[src/verilog/lsg_pkg.sv]
// Package of constants and types for the LED select group decoder
package lsg_pkg;

  // ----------------------------------------------------------------
  // Selection code layout
  // ----------------------------------------------------------------
  localparam int SEL_W      = 4;
  localparam int COLOR_LSB  = 0;
  localparam int GROUP_LSB  = 2;
  localparam int NUM_GROUPS = 4;
  localparam int NUM_COLORS = 3;
  localparam int THR_W      = 12;
  localparam int LIMIT_W    = 16;

  localparam logic [3:0] SEL_OFF   = 4'h0;
  localparam logic [1:0] FIELD_NONE = 2'h0;
  localparam logic [1:0] COL_RED   = 2'h1;
  localparam logic [1:0] COL_GREEN = 2'h2;
  localparam logic [1:0] COL_BLUE  = 2'h3;

  // ----------------------------------------------------------------
  // Types
  // ----------------------------------------------------------------
  typedef enum logic [1:0]
  {
    LSG_OFF   = 2'b00,
    LSG_BLANK = 2'b01,
    LSG_DRIVE = 2'b10
  } lsg_mode_t;

  typedef struct packed
  {
    logic       red;
    logic       green;
    logic       blue;
  } lsg_rgb_t;

  typedef struct packed
  {
    logic       blank;
    lsg_rgb_t   rgb;
  } lsg_colsel_t;

  typedef enum logic [1:0]
  {
    PS_IDLE   = 2'b00,
    PS_OFF    = 2'b01,
    PS_PULSE  = 2'b10,
    PS_HOLD   = 2'b11
  } lsg_pulse_t;

  localparam logic [THR_W-1:0]   THR_RESET   = 12'h000;
  localparam logic [LIMIT_W-1:0] LIMIT_ZERO  = 16'h0000;
  localparam logic [LIMIT_W-1:0] LIMIT_ONE   = 16'h0001;

endpackage : lsg_pkg

[src/verilog/lsg_decoder.sv]
// LED select group decoder with pulse control and brightness checks
//
// Contract
// - Code 0000 disables driver, shunt enable high, colour selects low.
// - Low bits 00, upper nonzero: blanking current for colour in upper bits.
// - Low bits nonzero: driver enabled, upper bits group, low bits colour.
// - Four threshold sets held; set of current group is applied.
// - Big-capacitor switch high only during discontinuous operation.
// - Flag excessive brightness when secondary amplifier exceeds threshold.
// - Brightness comparison uses fast or filtered amplifier output, configurable.
// - Falling comparator edge reported per pulse in discontinuous mode; controller model counts them from reset on.
// - In discontinuous mode, shunt request falling edge gives on, off, on toggle of drive enable.
// - Per-colour time limit ends pulse via shunt enable if threshold missed.
`timescale 1ns/1ps
`default_nettype none

module lsg_decoder
  import lsg_pkg::*;
#(
  parameter int THR_WIDTH   = THR_W,
  parameter int LIMIT_WIDTH = LIMIT_W
)
(
  input  wire logic                              clk_sys,
  input  wire logic                              reset,
  input  wire logic                              clk_en,
  input  wire logic [SEL_W-1:0]                  led_select_code,
  input  wire logic                              shunt_request,
  input  wire logic                              photo_compare_raw,
  input  wire logic                              discontinuous_mode,
  input  wire logic [NUM_GROUPS-1:0][THR_WIDTH-1:0] group_threshold,
  input  wire logic [NUM_COLORS-1:0][LIMIT_WIDTH-1:0] pulse_limit,
  input  wire logic [THR_WIDTH-1:0]              secondary_transimpedance_amp_fast,
  input  wire logic [THR_WIDTH-1:0]              secondary_transimpedance_amp_filtered,
  input  wire logic                              bright_use_filtered,
  input  wire logic                              bright_check_enable,
  input  wire logic [THR_WIDTH-1:0]              bright_threshold,
  output logic                                   led_drive_enable,
  output logic                                   low_res_shunt_enable,
  output var lsg_colsel_t                        color_select,
  output logic [1:0]                             active_group,
  output logic [THR_WIDTH-1:0]                   photo_threshold,
  output logic                                   big_cap_switch,
  output logic                                   excess_brightness,
  output logic                                   photo_compare_out,
  output logic                                   compare_fall_pulse,
  output logic                                   pulse_timeout
);

  // ----------------------------------------------------------------
  // Pin synchronisers
  // ----------------------------------------------------------------
  // Three stages; a change counts when the second and third agree
  logic [2:0] sreq_sync_reg, sreq_sync_next;
  logic [2:0] cmp_sync_reg,  cmp_sync_next;
  logic       sreq_q_reg,    sreq_q_next;
  logic       cmp_q_reg,     cmp_q_next;

  always_comb
  begin
    sreq_sync_next = {sreq_sync_reg[1:0], shunt_request};
    cmp_sync_next  = {cmp_sync_reg[1:0], photo_compare_raw};
    sreq_q_next    = sreq_q_reg;
    cmp_q_next     = cmp_q_reg;
    if (sreq_sync_reg[1] == sreq_sync_reg[2])
    begin
      sreq_q_next = sreq_sync_reg[2];
    end
    if (cmp_sync_reg[1] == cmp_sync_reg[2])
    begin
      cmp_q_next = cmp_sync_reg[2];
    end
  end

  always_ff @(posedge clk_sys)
  begin
    if (reset)
    begin
      sreq_sync_reg <= 3'h7;
      cmp_sync_reg  <= 3'h0;
      sreq_q_reg    <= 1'b1;
      cmp_q_reg     <= 1'b0;
    end
    else if (clk_en)
    begin
      sreq_sync_reg <= sreq_sync_next;
      cmp_sync_reg  <= cmp_sync_next;
      sreq_q_reg    <= sreq_q_next;
      cmp_q_reg     <= cmp_q_next;
    end
  end

  wire logic sreq_fall = sreq_q_reg & ~sreq_q_next;
  wire logic cmp_fall  = cmp_q_reg & ~cmp_q_next;

  // ----------------------------------------------------------------
  // Selection decode
  // ----------------------------------------------------------------
  function automatic lsg_rgb_t color_of(input logic [1:0] f);
    lsg_rgb_t c;
    c = '0;
    unique case (f)
      COL_RED:   c.red   = 1'b1;
      COL_GREEN: c.green = 1'b1;
      COL_BLUE:  c.blue  = 1'b1;
      FIELD_NONE: c = '0;
    endcase
    return c;
  endfunction : color_of

  wire logic [1:0] col_field = led_select_code[COLOR_LSB +: 2];
  wire logic [1:0] grp_field = led_select_code[GROUP_LSB +: 2];

  lsg_mode_t   mode_next;
  lsg_colsel_t colsel_next;

  always_comb
  begin
    mode_next   = LSG_OFF;
    colsel_next = '0;
    if (led_select_code == SEL_OFF)
    begin
      mode_next = LSG_OFF;
    end
    else if (col_field == FIELD_NONE)
    begin
      mode_next         = LSG_BLANK;
      colsel_next.blank = 1'b1;
      colsel_next.rgb   = color_of(grp_field);
    end
    else
    begin
      mode_next       = LSG_DRIVE;
      colsel_next.rgb = color_of(col_field);
    end
  end

  // ----------------------------------------------------------------
  // Pulse sequencing, drive and shunt
  // ----------------------------------------------------------------
  lsg_colsel_t      colsel_reg, colsel_reg_next;
  logic [1:0]       group_reg, group_next;
  logic [1:0]       col_reg, col_next;
  lsg_pulse_t       pstate_reg, pstate_next;
  logic [LIMIT_WIDTH-1:0] pcount_reg, pcount_next;
  logic             shunt_reg, shunt_next;
  logic             drive_reg, drive_next;
  logic             tmo_reg, tmo_next;
  logic             fall_reg, fall_next;
  logic [THR_WIDTH-1:0] thr_reg, thr_next;
  logic             bright_reg, bright_next;
  logic             cap_reg, cap_next;
  logic [THR_WIDTH-1:0] bright_src;

  always_comb
  begin
    colsel_reg_next = colsel_next;
    group_next      = (mode_next == LSG_DRIVE) ? grp_field : 2'h0;
    col_next        = (mode_next == LSG_DRIVE) ? col_field : 2'h0;
    pstate_next     = pstate_reg;
    pcount_next     = pcount_reg;
    shunt_next      = shunt_reg;
    drive_next      = drive_reg;
    tmo_next        = 1'b0;
    fall_next       = cmp_fall & discontinuous_mode;
    thr_next        = group_threshold[group_next];
    cap_next        = discontinuous_mode;
    bright_src      = bright_use_filtered ? secondary_transimpedance_amp_filtered : secondary_transimpedance_amp_fast;
    bright_next     = bright_check_enable & (bright_src > bright_threshold);

    if (mode_next != LSG_DRIVE)
    begin
      pstate_next = PS_IDLE;
      shunt_next  = 1'b1;
      drive_next  = 1'b0;
      pcount_next = LIMIT_ZERO;
    end
    else
    begin
      unique case (pstate_reg)
        PS_IDLE:
        begin
          drive_next = 1'b1;
          // Shunt follows the controller's request line while idle
          shunt_next = sreq_q_next;
          if (discontinuous_mode && sreq_fall)
          begin
            drive_next  = 1'b0;
            pstate_next = PS_OFF;
            pcount_next = LIMIT_ZERO;
          end
        end
        PS_OFF:
        begin
          // One-cycle off gap, then back on: the on-off-on toggle
          drive_next  = 1'b1;
          shunt_next  = 1'b0;
          pstate_next = PS_PULSE;
        end
        PS_PULSE:
        begin
          pcount_next = pcount_reg + LIMIT_ONE;
          if (sreq_q_next)
          begin
            shunt_next  = 1'b1;
            pstate_next = PS_IDLE;
          end
          else if (cmp_fall)
          begin
            shunt_next  = 1'b1;
            pstate_next = PS_HOLD;
          end
          else if (pcount_next >= pulse_limit[col_next - 2'h1])
          begin
            shunt_next  = 1'b1;
            tmo_next    = 1'b1;
            pstate_next = PS_HOLD;
          end
        end
        PS_HOLD:
        begin
          // Keep the shunt closed until the request line is seen high again;
          // following the still-low line here would restart LED current
          shunt_next = 1'b1;
          if (sreq_q_next)
          begin
            pstate_next = PS_IDLE;
          end
        end
      endcase
    end
  end

  always_ff @(posedge clk_sys)
  begin
    if (reset)
    begin
      colsel_reg <= '0;
      group_reg  <= 2'h0;
      col_reg    <= 2'h0;
      pstate_reg <= PS_IDLE;
      pcount_reg <= LIMIT_ZERO;
      shunt_reg  <= 1'b1;
      drive_reg  <= 1'b0;
      tmo_reg    <= 1'b0;
      fall_reg   <= 1'b0;
      thr_reg    <= THR_RESET;
      bright_reg <= 1'b0;
      cap_reg    <= 1'b0;
    end
    else if (clk_en)
    begin
      colsel_reg <= colsel_reg_next;
      group_reg  <= group_next;
      col_reg    <= col_next;
      pstate_reg <= pstate_next;
      pcount_reg <= pcount_next;
      shunt_reg  <= shunt_next;
      drive_reg  <= drive_next;
      tmo_reg    <= tmo_next;
      fall_reg   <= fall_next;
      thr_reg    <= thr_next;
      bright_reg <= bright_next;
      cap_reg    <= cap_next;
    end
  end

  assign led_drive_enable     = drive_reg;
  assign low_res_shunt_enable = shunt_reg;
  assign color_select         = colsel_reg;
  assign active_group         = group_reg;
  assign photo_threshold      = thr_reg;
  assign big_cap_switch       = cap_reg;
  assign excess_brightness    = bright_reg;
  assign photo_compare_out    = cmp_q_reg;
  assign compare_fall_pulse   = fall_reg;
  assign pulse_timeout        = tmo_reg;

endmodule : lsg_decoder

`default_nettype wire

[config.mk]
export PLATFORM = sky130hd
export DESIGN_NAME = lsg_decoder
export DESIGN_NICKNAME = d
export VERILOG_FILES = /design/src/verilog/lsg_pkg.sv /design/src/verilog/lsg_decoder.sv
export SDC_FILE = /design/constraint.sdc
export NUM_CORES = 1
export LEC_CHECK = 0
export ABC_AREA = 1
export BUFFER_PORTS_ARGS = -buffer_cell sky130_fd_sc_hd__buf_2
export CAP_MARGIN = 20
export CORE_MARGIN = 3
export CORE_UTILIZATION = 38
export DETAILED_ROUTE_END_ITERATION = 16
export HOLD_SLACK_MARGIN = 0.1
export PLACE_DENSITY_LB_ADDON = 0.25
export SLEW_MARGIN = 20
export SYNTH_ARGS = -nofsm -noshare
export SYNTH_HDL_FRONTEND = slang
export SYNTH_SLANG_ARGS = --single-unit
[constraint.sdc]
create_clock -name clk_sys -period 7 [get_ports clk_sys]
set_input_delay 0.7 -clock clk_sys [delete_from_list [all_inputs] [get_ports clk_sys]]
set_output_delay 0.7 -clock clk_sys [all_outputs]
set_load 0.02 [all_outputs]
==> flow_summary_export.csv, run 1 <==
group,metric,value,unit
outcome,status,"finished, final reports clean",
power_and_ir_drop,p_comb_share,27.6,%
clocking,htreeDepth,2,
sta,max_freq,278,MHz
yosys,synth_area_per_cell,6.67,um2
routing,via_count,4255,
floorplan,start_util,40.0,%
yosys,synthArstFlopShare,0,%
worst_setup_path,start_kind,"primary input",
yosys,yosysWarnings,0,
job,drv_cap,0,
finish,final_util,50.7,%
finish,area_delta_synth_final,26.6,%
finish,largest_reg_flops,16,
worst_setup_path,rr_startpoint,"pcount_reg[0]",
sta,setup_viol,0,
global_routing,grt_pass1_vias,4007,
power_and_ir_drop,p_sw_share,31.2,%
global_routing,track_usage,18.3,%
clocking,clockRootBuffer,"clkbuf_8",
yosys,syn_area,3790,um2
clocking,clock-sinks,50,
clocking,cts_inserted_buffers,5,
routing,wl_per_cell,12.7,um
worst_setup_path,crit_start,"led_select_code[0]",
floorplan,core-area,9460,um2
yosys,syn-num-nets,742,
worst_setup_path,crit_slowest_cell,"nor2_1",
routing,first_iter_violations,129,
yosys,synth_edf_count,0,
power_and_ir_drop,leakagePower,2.37,nW
clocking,ctsResizeCount,0,
sta,slew_violations,0,
clocking,clkTransAtPathRegs,0.10,ns
power_and_ir_drop,seqPwrFrac,42.8,%
power_and_ir_drop,clock_power_share,29.5,%
clocking,cts_tree,"built",
sta,skew,0.0109,ns
worst_setup_path,critical_path_arrival,3.81,ns
worst_setup_path,cp_cell_sequence,"buf_2 > inv_2 > ha_1 > nor2_1 > a21oi_1 > ha_1 > nand2_1 > inv_1 > nand2_1 > a21oi_1 > nor2_1 > nand3_2 > a21oi_1 > nor2_1",
yosys,ys_ff_latch,50,
finish,final_cell_area,4790,um2
floorplan,io_pins,169,
clocking,insertion_delay,0.31,ns
routing,wl,10800,um
floorplan,die_area,11200,um2
clocking,cts_setup_buffers,0,
power_and_ir_drop,ir_worst_vdd,0.102,mV
clocking,cts_hold_repair.buffers,0,
worst_setup_path,required,7.21,ns
floorplan,die_w,106,um
placed_design,gp_congestion,0.829,
routing,ant_nets,0,
global_routing,overflow,0,
worst_setup_path,critPathMaxStageDelay,0.81,ns
placed_design,dp_hpwl,8580,um
yosys,synth_ff_type,"dfxtp_1",
finish,fin_nets,892,
min_path,hold_start,"color_select[0]",
placed_design,io_buffers,168,
routing,avgViaCountPerCell,5.02,
sta,post-route-min-period,3.60,ns
global_routing,grt_pass1_wl,17200,um
yosys,synth_cell_types,34,
routing,drc,0,
clocking,clockBufferDepth,2,
worst_setup_path,cp-end-kind,"register",
finish,drive_above_1_share,30.6,%
sta,hold_viol_final,0,
yosys,seq_area_frac_synth,26.4,%
power_and_ir_drop,netSwitchingPower,0.223,mW
sta,fin_crit_sh,51.5,%
global_routing,grt_max_degree,54,
sta,relSlewSlack,35.0,%
global_routing,antenna_found_initial,0,
placed_design,place_area,4680,um2
worst_setup_path,ff2ff_setup_slack,4.38,ns
sta,rsz0062_at_grt,"false",
finish,num_antenna_cells,0,
sta,finalSetupTns,0,ns
sta,hold_ws,0.470,ns
floorplan,die_h,106,um
sta,worst_slew_pin_slew,0.972,ns
power_and_ir_drop,power_density,149,nW/um2
yosys,synthesis.instances,568,
power_and_ir_drop,p_int,0.492,mW
worst_setup_path,crit_type,"primary input to register",
worst_setup_path,critical_path.max_fanout,19,
min_path,hold_path.class,"register to register",
routing,drtPass1Iterations,4,
floorplan,rows,35,
[metal layers]
| layer | vias up | global-route usage (%) | share of wire [%] |
|---|---|---|---|
| met1 | 1945 | 20.8 | 41 |
| met5 | - | 0 | 0 |
| met2 | 94 | 34.4 | 52 |
| met3 | 18 | 4.23 | 5.2 |
| met4 | 0 | 4.07 | 1.7 |
| li1 | 2198 | - | - |
[final cells by class]
class / count / area [um2]
flip-flops and latches: 50 / 1000
fillers: 1012 / 4670
inverters: 53 / 199
repair buffers: 168 / 841
well taps: 129 / 161
clock buffers: 5 / 68.8
clock inverters: 3 / 47.5
multi-input cells: 440 / 2470
[cells in the final DEF, fill, tap and decap left out]
cell,netlist,final
a21oi_1,49,49
a21oi_2,4,4
a2bb2oi_1,8,8
a31o_2,1,1
a31oi_1,10,10
and2_4,1,1
buf_2,8,168
bufinv_16,0,1
clkbuf_8,0,5
clkinv_1,2,2
clkinv_4,0,1
dfxtp_1,50,50
ha_1,30,30
inv_1,46,46
inv_2,5,5
inv_6,0,1
mux2_2,11,11
mux2i_1,1,1
nand2_1,89,89
nand2_2,4,4
nand2_4,1,1
nand3_1,18,18
nand3_2,7,7
nand4_1,8,8
nor2_1,98,98
nor2_2,5,5
nor2_4,2,2
nor3_1,3,3
o211ai_1,3,3
o21ai_0,72,72
o22ai_1,2,2
o31ai_1,1,1
or2_1,1,1
or2_2,1,1
xor2_1,8,8
xor2_2,2,2
[kinds of logic (layout without fill, tap and decap cells)]
| kind of cell | count (synthesis) | after routing | share of synthesized area, % |
|---|---|---|---|
| buffers and inverters | 78 | 229 | 8.20 |
| adder cells (fa/ha/maj) | 30 | 30 | 9.91 |
| XOR/XNOR | 10 | 10 | 2.71 |
| AO/OA/AOI/OAI | 150 | 150 | 21.8 |
| AND/OR/NAND/NOR | 238 | 238 | 27.4 |
| flip-flops | 50 | 50 | 26.4 |
| multiplexers | 12 | 12 | 3.54 |
[Yosys cell counts (3+ instances only)]
master | instances | area share, %
nand4_1 | 8 | 1.3
a31oi_1 | 10 | 1.7
a21oi_1 | 49 | 6.5
ha_1 | 30 | 9.9
nand3_2 | 7 | 1.9
nand2_2 | 4 | 0.66
o211ai_1 | 3 | 0.59
inv_1 | 46 | 4.6
a21oi_2 | 4 | 0.93
dfxtp_1 | 50 | 26
nor2_2 | 5 | 0.83
nand3_1 | 18 | 2.4
a2bb2oi_1 | 8 | 1.9
o21ai_0 | 72 | 9.5
clkbuf_1 | 15 | 1.5
buf_2 | 8 | 1.1
inv_2 | 5 | 0.50
nor3_1 | 3 | 0.40
nand2_1 | 89 | 8.8
mux2_2 | 11 | 3.3
xor2_1 | 8 | 1.9
nor2_1 | 98 | 9.7
[power groups by stage]
stage | Clock, mW | Combinational [mW] | Sequential [mW]
finish | 0.211 | 0.197 | 0.306
global route | 0.232 | 0.226 | 0.308
CTS | 0.220 | 0.199 | 0.306
detailed placement | 0 | 0.198 | 0.313
global placement | 0 | 0.192 | 0.313
floorplan | 0 | 0.114 | 0.324
[path summary, 6_finish.rpt]
kind,endpoint,cells past startpoint
min reg2reg,color_select[0],2
min,color_select[0],2
max,pstate_reg[1],14
max reg2reg,pstate_reg[1],13
[worst max-delay path, delay by kind of cell]
| kind | cells | cell delay (ns) |
|---|---|---|
| adder cells (fa/ha/maj) | 2 | 0.83 |
| buffers and inverters | 3 | 0.48 |
| AND/OR/NAND/NOR | 6 | 1.37 |
| AO/OA/AOI/OAI | 3 | 0.42 |
[stage by stage]
| stage | instances | setup WS [ns] | total power [mW] |
|---|---|---|---|
| 4_1_cts | 848 | 3.42 | 0.725 |
| 3_3_place_gp | 840 | 3.25 | 0.504 |
| 5_1_grt | 848 | 3.05 | 0.766 |
| 3_5_place_dp | 840 | 3.09 | 0.511 |
| 6_report | 848 | 3.40 | 0.715 |
| 2_1_floorplan | 568 | 3.91 | 0.438 |
No activity file was read; power rests on OpenSTA's default activity.
==> run 2: changes to the inputs <==
==> constraint.sdc (replaced) <==
create_clock -name clk_sys -period 3.1 [get_ports clk_sys]
set_input_delay 0.31 -clock clk_sys [delete_from_list [all_inputs] [get_ports clk_sys]]
set_output_delay 0.31 -clock clk_sys [all_outputs]
set_load 0.02 [all_outputs]
==> run 2 against run 1 <==
Compared with the run above: hold slack lost 0.26 ns; via count fell by 1.4%; die area stayed put; power is 110% higher; critical path type is now register to register; critical endpoint is now pstate_reg[0].
==> flow_summary_export.csv, run 2 (synthesis results as in run 1) <==
group,metric,value,unit
outcome,status,"finished, final reports clean",
finish,fin_nets,897,
global_routing,antenna_found_initial,0,
floorplan,start_util,40.0,%
min_path,hold_end,"sreq_sync_reg[0]",
power_and_ir_drop,leakagePower,2.39,nW
worst_setup_path,cp.depth,13,
global_routing,grt_pass1_vias,4009,
finish,largest_reg_flops,16,
routing,avgViaCountPerCell,4.93,
sta,hold_viol_final,0,
clocking,cts_inserted_buffers,5,
worst_setup_path,ff2ff_setup_slack,0.39,ns
worst_setup_path,worst-r2r-cell-count,13,
placed_design,io_buffers,168,
routing,drtPass1Iterations,4,
placed_design,dpl.cell_count,845,
clocking,insertion_delay,0.30,ns
worst_setup_path,cp_common_cell,"nand3_2",
clocking,cts_setup_buffers,0,
placed_design,dp_hpwl,8590,um
worst_setup_path,cp-end-kind,"register",
clocking,cts_tree,"built",
routing,first_iter_violations,121,
worst_setup_path,required,3.31,ns
worst_setup_path,critical_path_arrival,2.92,ns
clocking,htreeDepth,2,
placed_design,dp_slack,0.290,ns
routing,wl,10700,um
clocking,cts_hold_repair.buffers,0,
job,drv_cap,0,
min_path,hold_start,"shunt_request",
routing,wl_per_cell,12.6,um
global_routing,grt_pass1_wl,17600,um
routing,drc,0,
sta,finalSetupTns,0,ns
routing,ant_nets,0,
finish,layout_commonest_cell,"buf_2",
power_and_ir_drop,ir_worst_vdd,0.222,mV
finish,area_delta_synth_final,26.7,%
worst_setup_path,critical_path.max_fanout,6,
min_path,min_path_cells,3,
power_and_ir_drop,power_density,317,nW/um2
worst_setup_path,path_buf_inv,0,
worst_setup_path,crit_type,"register to register",
sta,fin_crit_sh,87.3,%
floorplan,core-area,9460,um2
worst_setup_path,rr_endpoint,"pstate_reg[0]",
worst_setup_path,rr_startpoint,"pcount_reg[0]",
global_routing,track_usage,18.5,%
placed_design,gp_congestion,0.853,
floorplan,die_area,11200,um2
floorplan,rows,35,
finish,final_util,50.7,%
worst_setup_path,start_kind,"register",
finish,stdcell_count,852,
sta,fin_ws,0.393,ns
sta,rsz0062_at_grt,"false",
sta,relSlewSlack,52.5,%
finish,num_antenna_cells,0,
sta,hold_ws,0.212,ns
worst_setup_path,crit_slowest_cell,"dfxtp_1",
clocking,ctsResizeCount,0,
sta,slew_violations,0,
sta,worst_slew_pin_slew,0.708,ns
floorplan,die_w,106,um
global_routing,overflow,0,
min_path,hold_path.class,"primary input to register",
sta,skew,0.00984,ns
worst_setup_path,critical-path-top-delay-family,"simple AND/OR/NAND/NOR gates",
clocking,clockBufferDepth,2,
worst_setup_path,cp_cell_sequence,"ha_1 > nand3_2 > nor2_2 > nand3_2 > o21ai_0 > nand2_1 > ha_1 > nand2_1 > o21ai_0 > nor2_1 > nand3_2 > a21oi_1 > nor2_1",
clocking,clock-sinks,50,
clocking,clkTransAtPathRegs,0.10,ns
finish,mostFrequentLayoutCells,"buf_2, nor2_1, nand2_1",
floorplan,die_h,106,um
sta,post-route-min-period,2.71,ns
global_routing,grt_max_degree,36,
routing,via_count,4197,
sta,max_freq,369,MHz
finish,drive_above_1_share,31.0,%
floorplan,io_pins,169,
sta,setup_viol,0,
clocking,clockRootBuffer,"clkbuf_8",
worst_setup_path,critPathMaxStageDelay,0.44,ns
-- run 2: changes by cell type in the layout (fill, tap and decap cells not counted) --
cell and delta:
buf_4 +5, bufinv_16 -1, clkinv_2 +1, clkinv_4 -1
-- run 2: how the worst max path moves through the flow --
| stage | end | slack, ns | startpoint |
|---|---|---|---|
| 2_1_floorplan | pstate_reg[0] | 0.40 | led_select_code[0] |
| 3_3_place_gp | pstate_reg[1] | 0.41 | led_select_code[0] |
| 3_5_place_dp | pstate_reg[0] | 0.29 | led_select_code[0] |
| 4_1_cts | pstate_reg[0] | 0.41 | pcount_reg[0] |
| 5_1_grt | pstate_reg[1] | 0.04 | pcount_reg[0] |
| 6_report | pstate_reg[0] | 0.39 | pcount_reg[0] |
-- run 2: routing by layer --
| layer | part of all wire, % | vias to the layer above | global-route usage, % | routed length, um |
|---|---|---|---|---|
| met4 | 1.3 | 0 | 4.44 | 144 |
| met2 | 51 | 85 | 33.0 | 5490 |
| met5 | 0 | - | 0 | 0 |
| met3 | 4.8 | 14 | 3.98 | 516 |
| li1 | - | 2205 | - | - |
| met1 | 43 | 1893 | 22.5 | 4560 |
-- run 2: worst reg2reg max path, cell delays in order, from the launching register on --
cell and delay [ns]:
dfxtp_1 0.44, ha_1 0.31, nand3_2 0.13, nor2_2 0.19, nand3_2 0.13, o21ai_0 0.21
nand2_1 0.13, ha_1 0.33, nand2_1 0.06, o21ai_0 0.08, nor2_1 0.23, nand3_2 0.17
a21oi_1 0.16, nor2_1 0.06
-- run 2: stage by stage --
step	total power, mW	area [um2]
3_5_place_dp	1.16	4710
3_3_place_gp	1.14	4710
6_report	1.52	4800
4_1_cts	1.54	4800
2_1_floorplan	0.989	3790
5_1_grt	1.64	4800
-- run 2: report_power, final --
| group | leakage, nW | internal (mW) | switching [mW] | total (mW) |
|---|---|---|---|---|
| combinational | 1.93 | 0.197 | 0.253 | 0.450 |
| clock | 0.0444 | 0.157 | 0.223 | 0.380 |
| sequential | 0.410 | 0.673 | 0.0193 | 0.692 |
| total | 2.39 | 1.03 | 0.495 | 1.52 |
-- run 2: cell type report --
cell class / instances / area, um2
well taps: 129 / 161
repair buffers: 173 / 878
clock buffers: 5 / 68.8
multi-input cells: 440 / 2470
inverters: 53 / 199
flip-flops and latches: 50 / 1000
clock inverters: 2 / 13.8
fillers: 1012 / 4660
==> run 3: changes to the inputs <==
--- a/config.mk
+++ b/config.mk
@@ -6,11 +6,11 @@
 export NUM_CORES = 1
 export LEC_CHECK = 0
 export ABC_AREA = 1
-export BUFFER_PORTS_ARGS = -buffer_cell sky130_fd_sc_hd__buf_2
 export CAP_MARGIN = 20
 export CORE_MARGIN = 3
 export CORE_UTILIZATION = 38
 export DETAILED_ROUTE_END_ITERATION = 16
+export DONT_BUFFER_PORTS = 1
 export HOLD_SLACK_MARGIN = 0.1
 export PLACE_DENSITY_LB_ADDON = 0.25
 export SLEW_MARGIN = 20
==> run 3 against run 2 <==
Compared with the run above: sequential share of layout area is 4.1 points higher; non-clock buffer count is 167 lower; setup slack better by 0.13 ns; largest power group unchanged; clock power grew 30%; wire length decreased by 3.4%; clock skew decreased by 0.0050 ns.
==> flow_summary_export.csv, run 3 (synthesis results as in run 1) <==
group,metric,value,unit
outcome,status,"finished, final reports clean",
finish,num_antenna_cells,0,
sta,setup_viol,0,
power_and_ir_drop,power_density,380,nW/um2
global_routing,grt_max_degree,41,
worst_setup_path,start_kind,"register",
routing,avgViaCountPerCell,5.32,
floorplan,rows,35,
sta,post-route-min-period,2.58,ns
floorplan,start_util,40.0,%
clocking,clockBufferDepth,2,
clocking,insertion_delay,0.31,ns
finish,layout_commonest_cell,"nor2_1",
clocking,cts_tree,"built",
routing,drc,0,
sta,fin_crit_sh,83.2,%
clocking,clkTransAtPathRegs,0.10,ns
routing,via_count,3651,
floorplan,die_h,106,um
routing,first_iter_violations,153,
sta,max_freq,388,MHz
worst_setup_path,critical_path_arrival,2.84,ns
routing,ant_nets,0,
sta,relSlewSlack,34.4,%
finish,drive_above_1_share,9.87,%
power_and_ir_drop,ir_worst_vdd,0.191,mV
placed_design,dp_hpwl,7850,um
clocking,cts_setup_buffers,0,
worst_setup_path,cp-end-kind,"register",
finish,largest_reg_flops,16,
global_routing,grt_pass1_wl,16500,um
clocking,cts_inserted_buffers,5,
placed_design,gp_congestion,0.852,
global_routing,grt_pass1_vias,3505,
finish,fin_nets,730,
worst_setup_path,critical_path.max_fanout,6,
clocking,clockRootBuffer,"clkbuf_8",
finish,mostFrequentLayoutCells,"nor2_1, nand2_1, o21ai_0",
finish,area_delta_synth_final,5.82,%
clocking,cts_hold_repair.buffers,3,
clocking,htreeDepth,2,
sta,skew,0.00487,ns
routing,wl_per_cell,15.1,um
placed_design,io_buffers,0,
clocking,clock-sinks,50,
routing,drtPass1Iterations,4,
sta,rsz0062_at_grt,"false",
sta,finalSetupTns,0,ns
sta,worst_slew_pin_slew,0.981,ns
power_and_ir_drop,total_power,1.52,mW
global_routing,track_usage,17.6,%
routing,wl,10300,um
min_path,hold_path.class,"primary input to register",
floorplan,io_pins,169,
sta,slew_violations,0,
floorplan,die_w,106,um
floorplan,die_area,11200,um2
worst_setup_path,required,3.36,ns
sta,hold_viol_final,0,
global_routing,overflow,0,
sta,hold_ws,0.119,ns
worst_setup_path,crit_type,"register to register",
floorplan,core-area,9460,um2
job,drv_cap,0,
clocking,ctsResizeCount,0,
power_and_ir_drop,leakagePower,1.71,nW
global_routing,antenna_found_initial,0,
[run 3: routing by layer]
metal | global-route usage (%) | share of wire [%] | up-vias
li1 | - | - | 1873
met1 | 21.5 | 43 | 1698
met2 | 31.0 | 51 | 74
met3 | 4.47 | 5.0 | 6
met4 | 3.89 | 0.63 | 0
met5 | 0 | 0 | -
[run 3: report_power, final]
part,internal (mW),switching [mW]
clock network,0.246,0.246
registers,0.673,0.0508
logic,0.123,0.183
total,1.04,0.480
[run 3: per-stage QoR]
stage / setup WS [ns] / instance area [um2] / utilization [%] / instances
global route: 0.158 / 4010 / 42.4 / 686
global placement: 0.622 / 3860 / 40.8 / 675
floorplan: 0.405 / 3790 / - / 568
CTS: 0.517 / 4010 / 42.4 / 686
detailed placement: 0.499 / 3860 / 40.8 / 675
finish: 0.520 / 4010 / 42.4 / 686
[run 3: layout make-up]
type,count,area (um2)
fillers,1026,5450
multi-input cells,440,2470
well taps,129,161
flip-flops and latches,50,1000
clock inverters,3,48.8
inverters,53,199
repair buffers,6,52.6
clock buffers,5,68.8
[run 3: worst max-delay path: stages, from the launching register on]
cell and delay, ns:
dfxtp_1 0.43, ha_1 0.30, nand3_2 0.14, nor2_2 0.18, nand3_2 0.11, xor2_1 0.20, inv_2 0.07, ha_1 0.29
nand4_1 0.12, a21oi_1 0.06, nor2_1 0.20, nand3_2 0.17, nand3_1 0.11, nand2_1 0.06, nor2_1 0.09
[run 3: worst paths after layout]
path               startpoint          endpoint  slack [ns]  cells after the start
max             pcount_reg[0]     pstate_reg[1]        0.52                     14
min                    clk_en  sreq_sync_reg[1]        0.12                      2
max reg2reg     pcount_reg[0]     pstate_reg[1]        0.52                     14
min reg2reg  sreq_sync_reg[0]  sreq_sync_reg[0]        0.48                      2
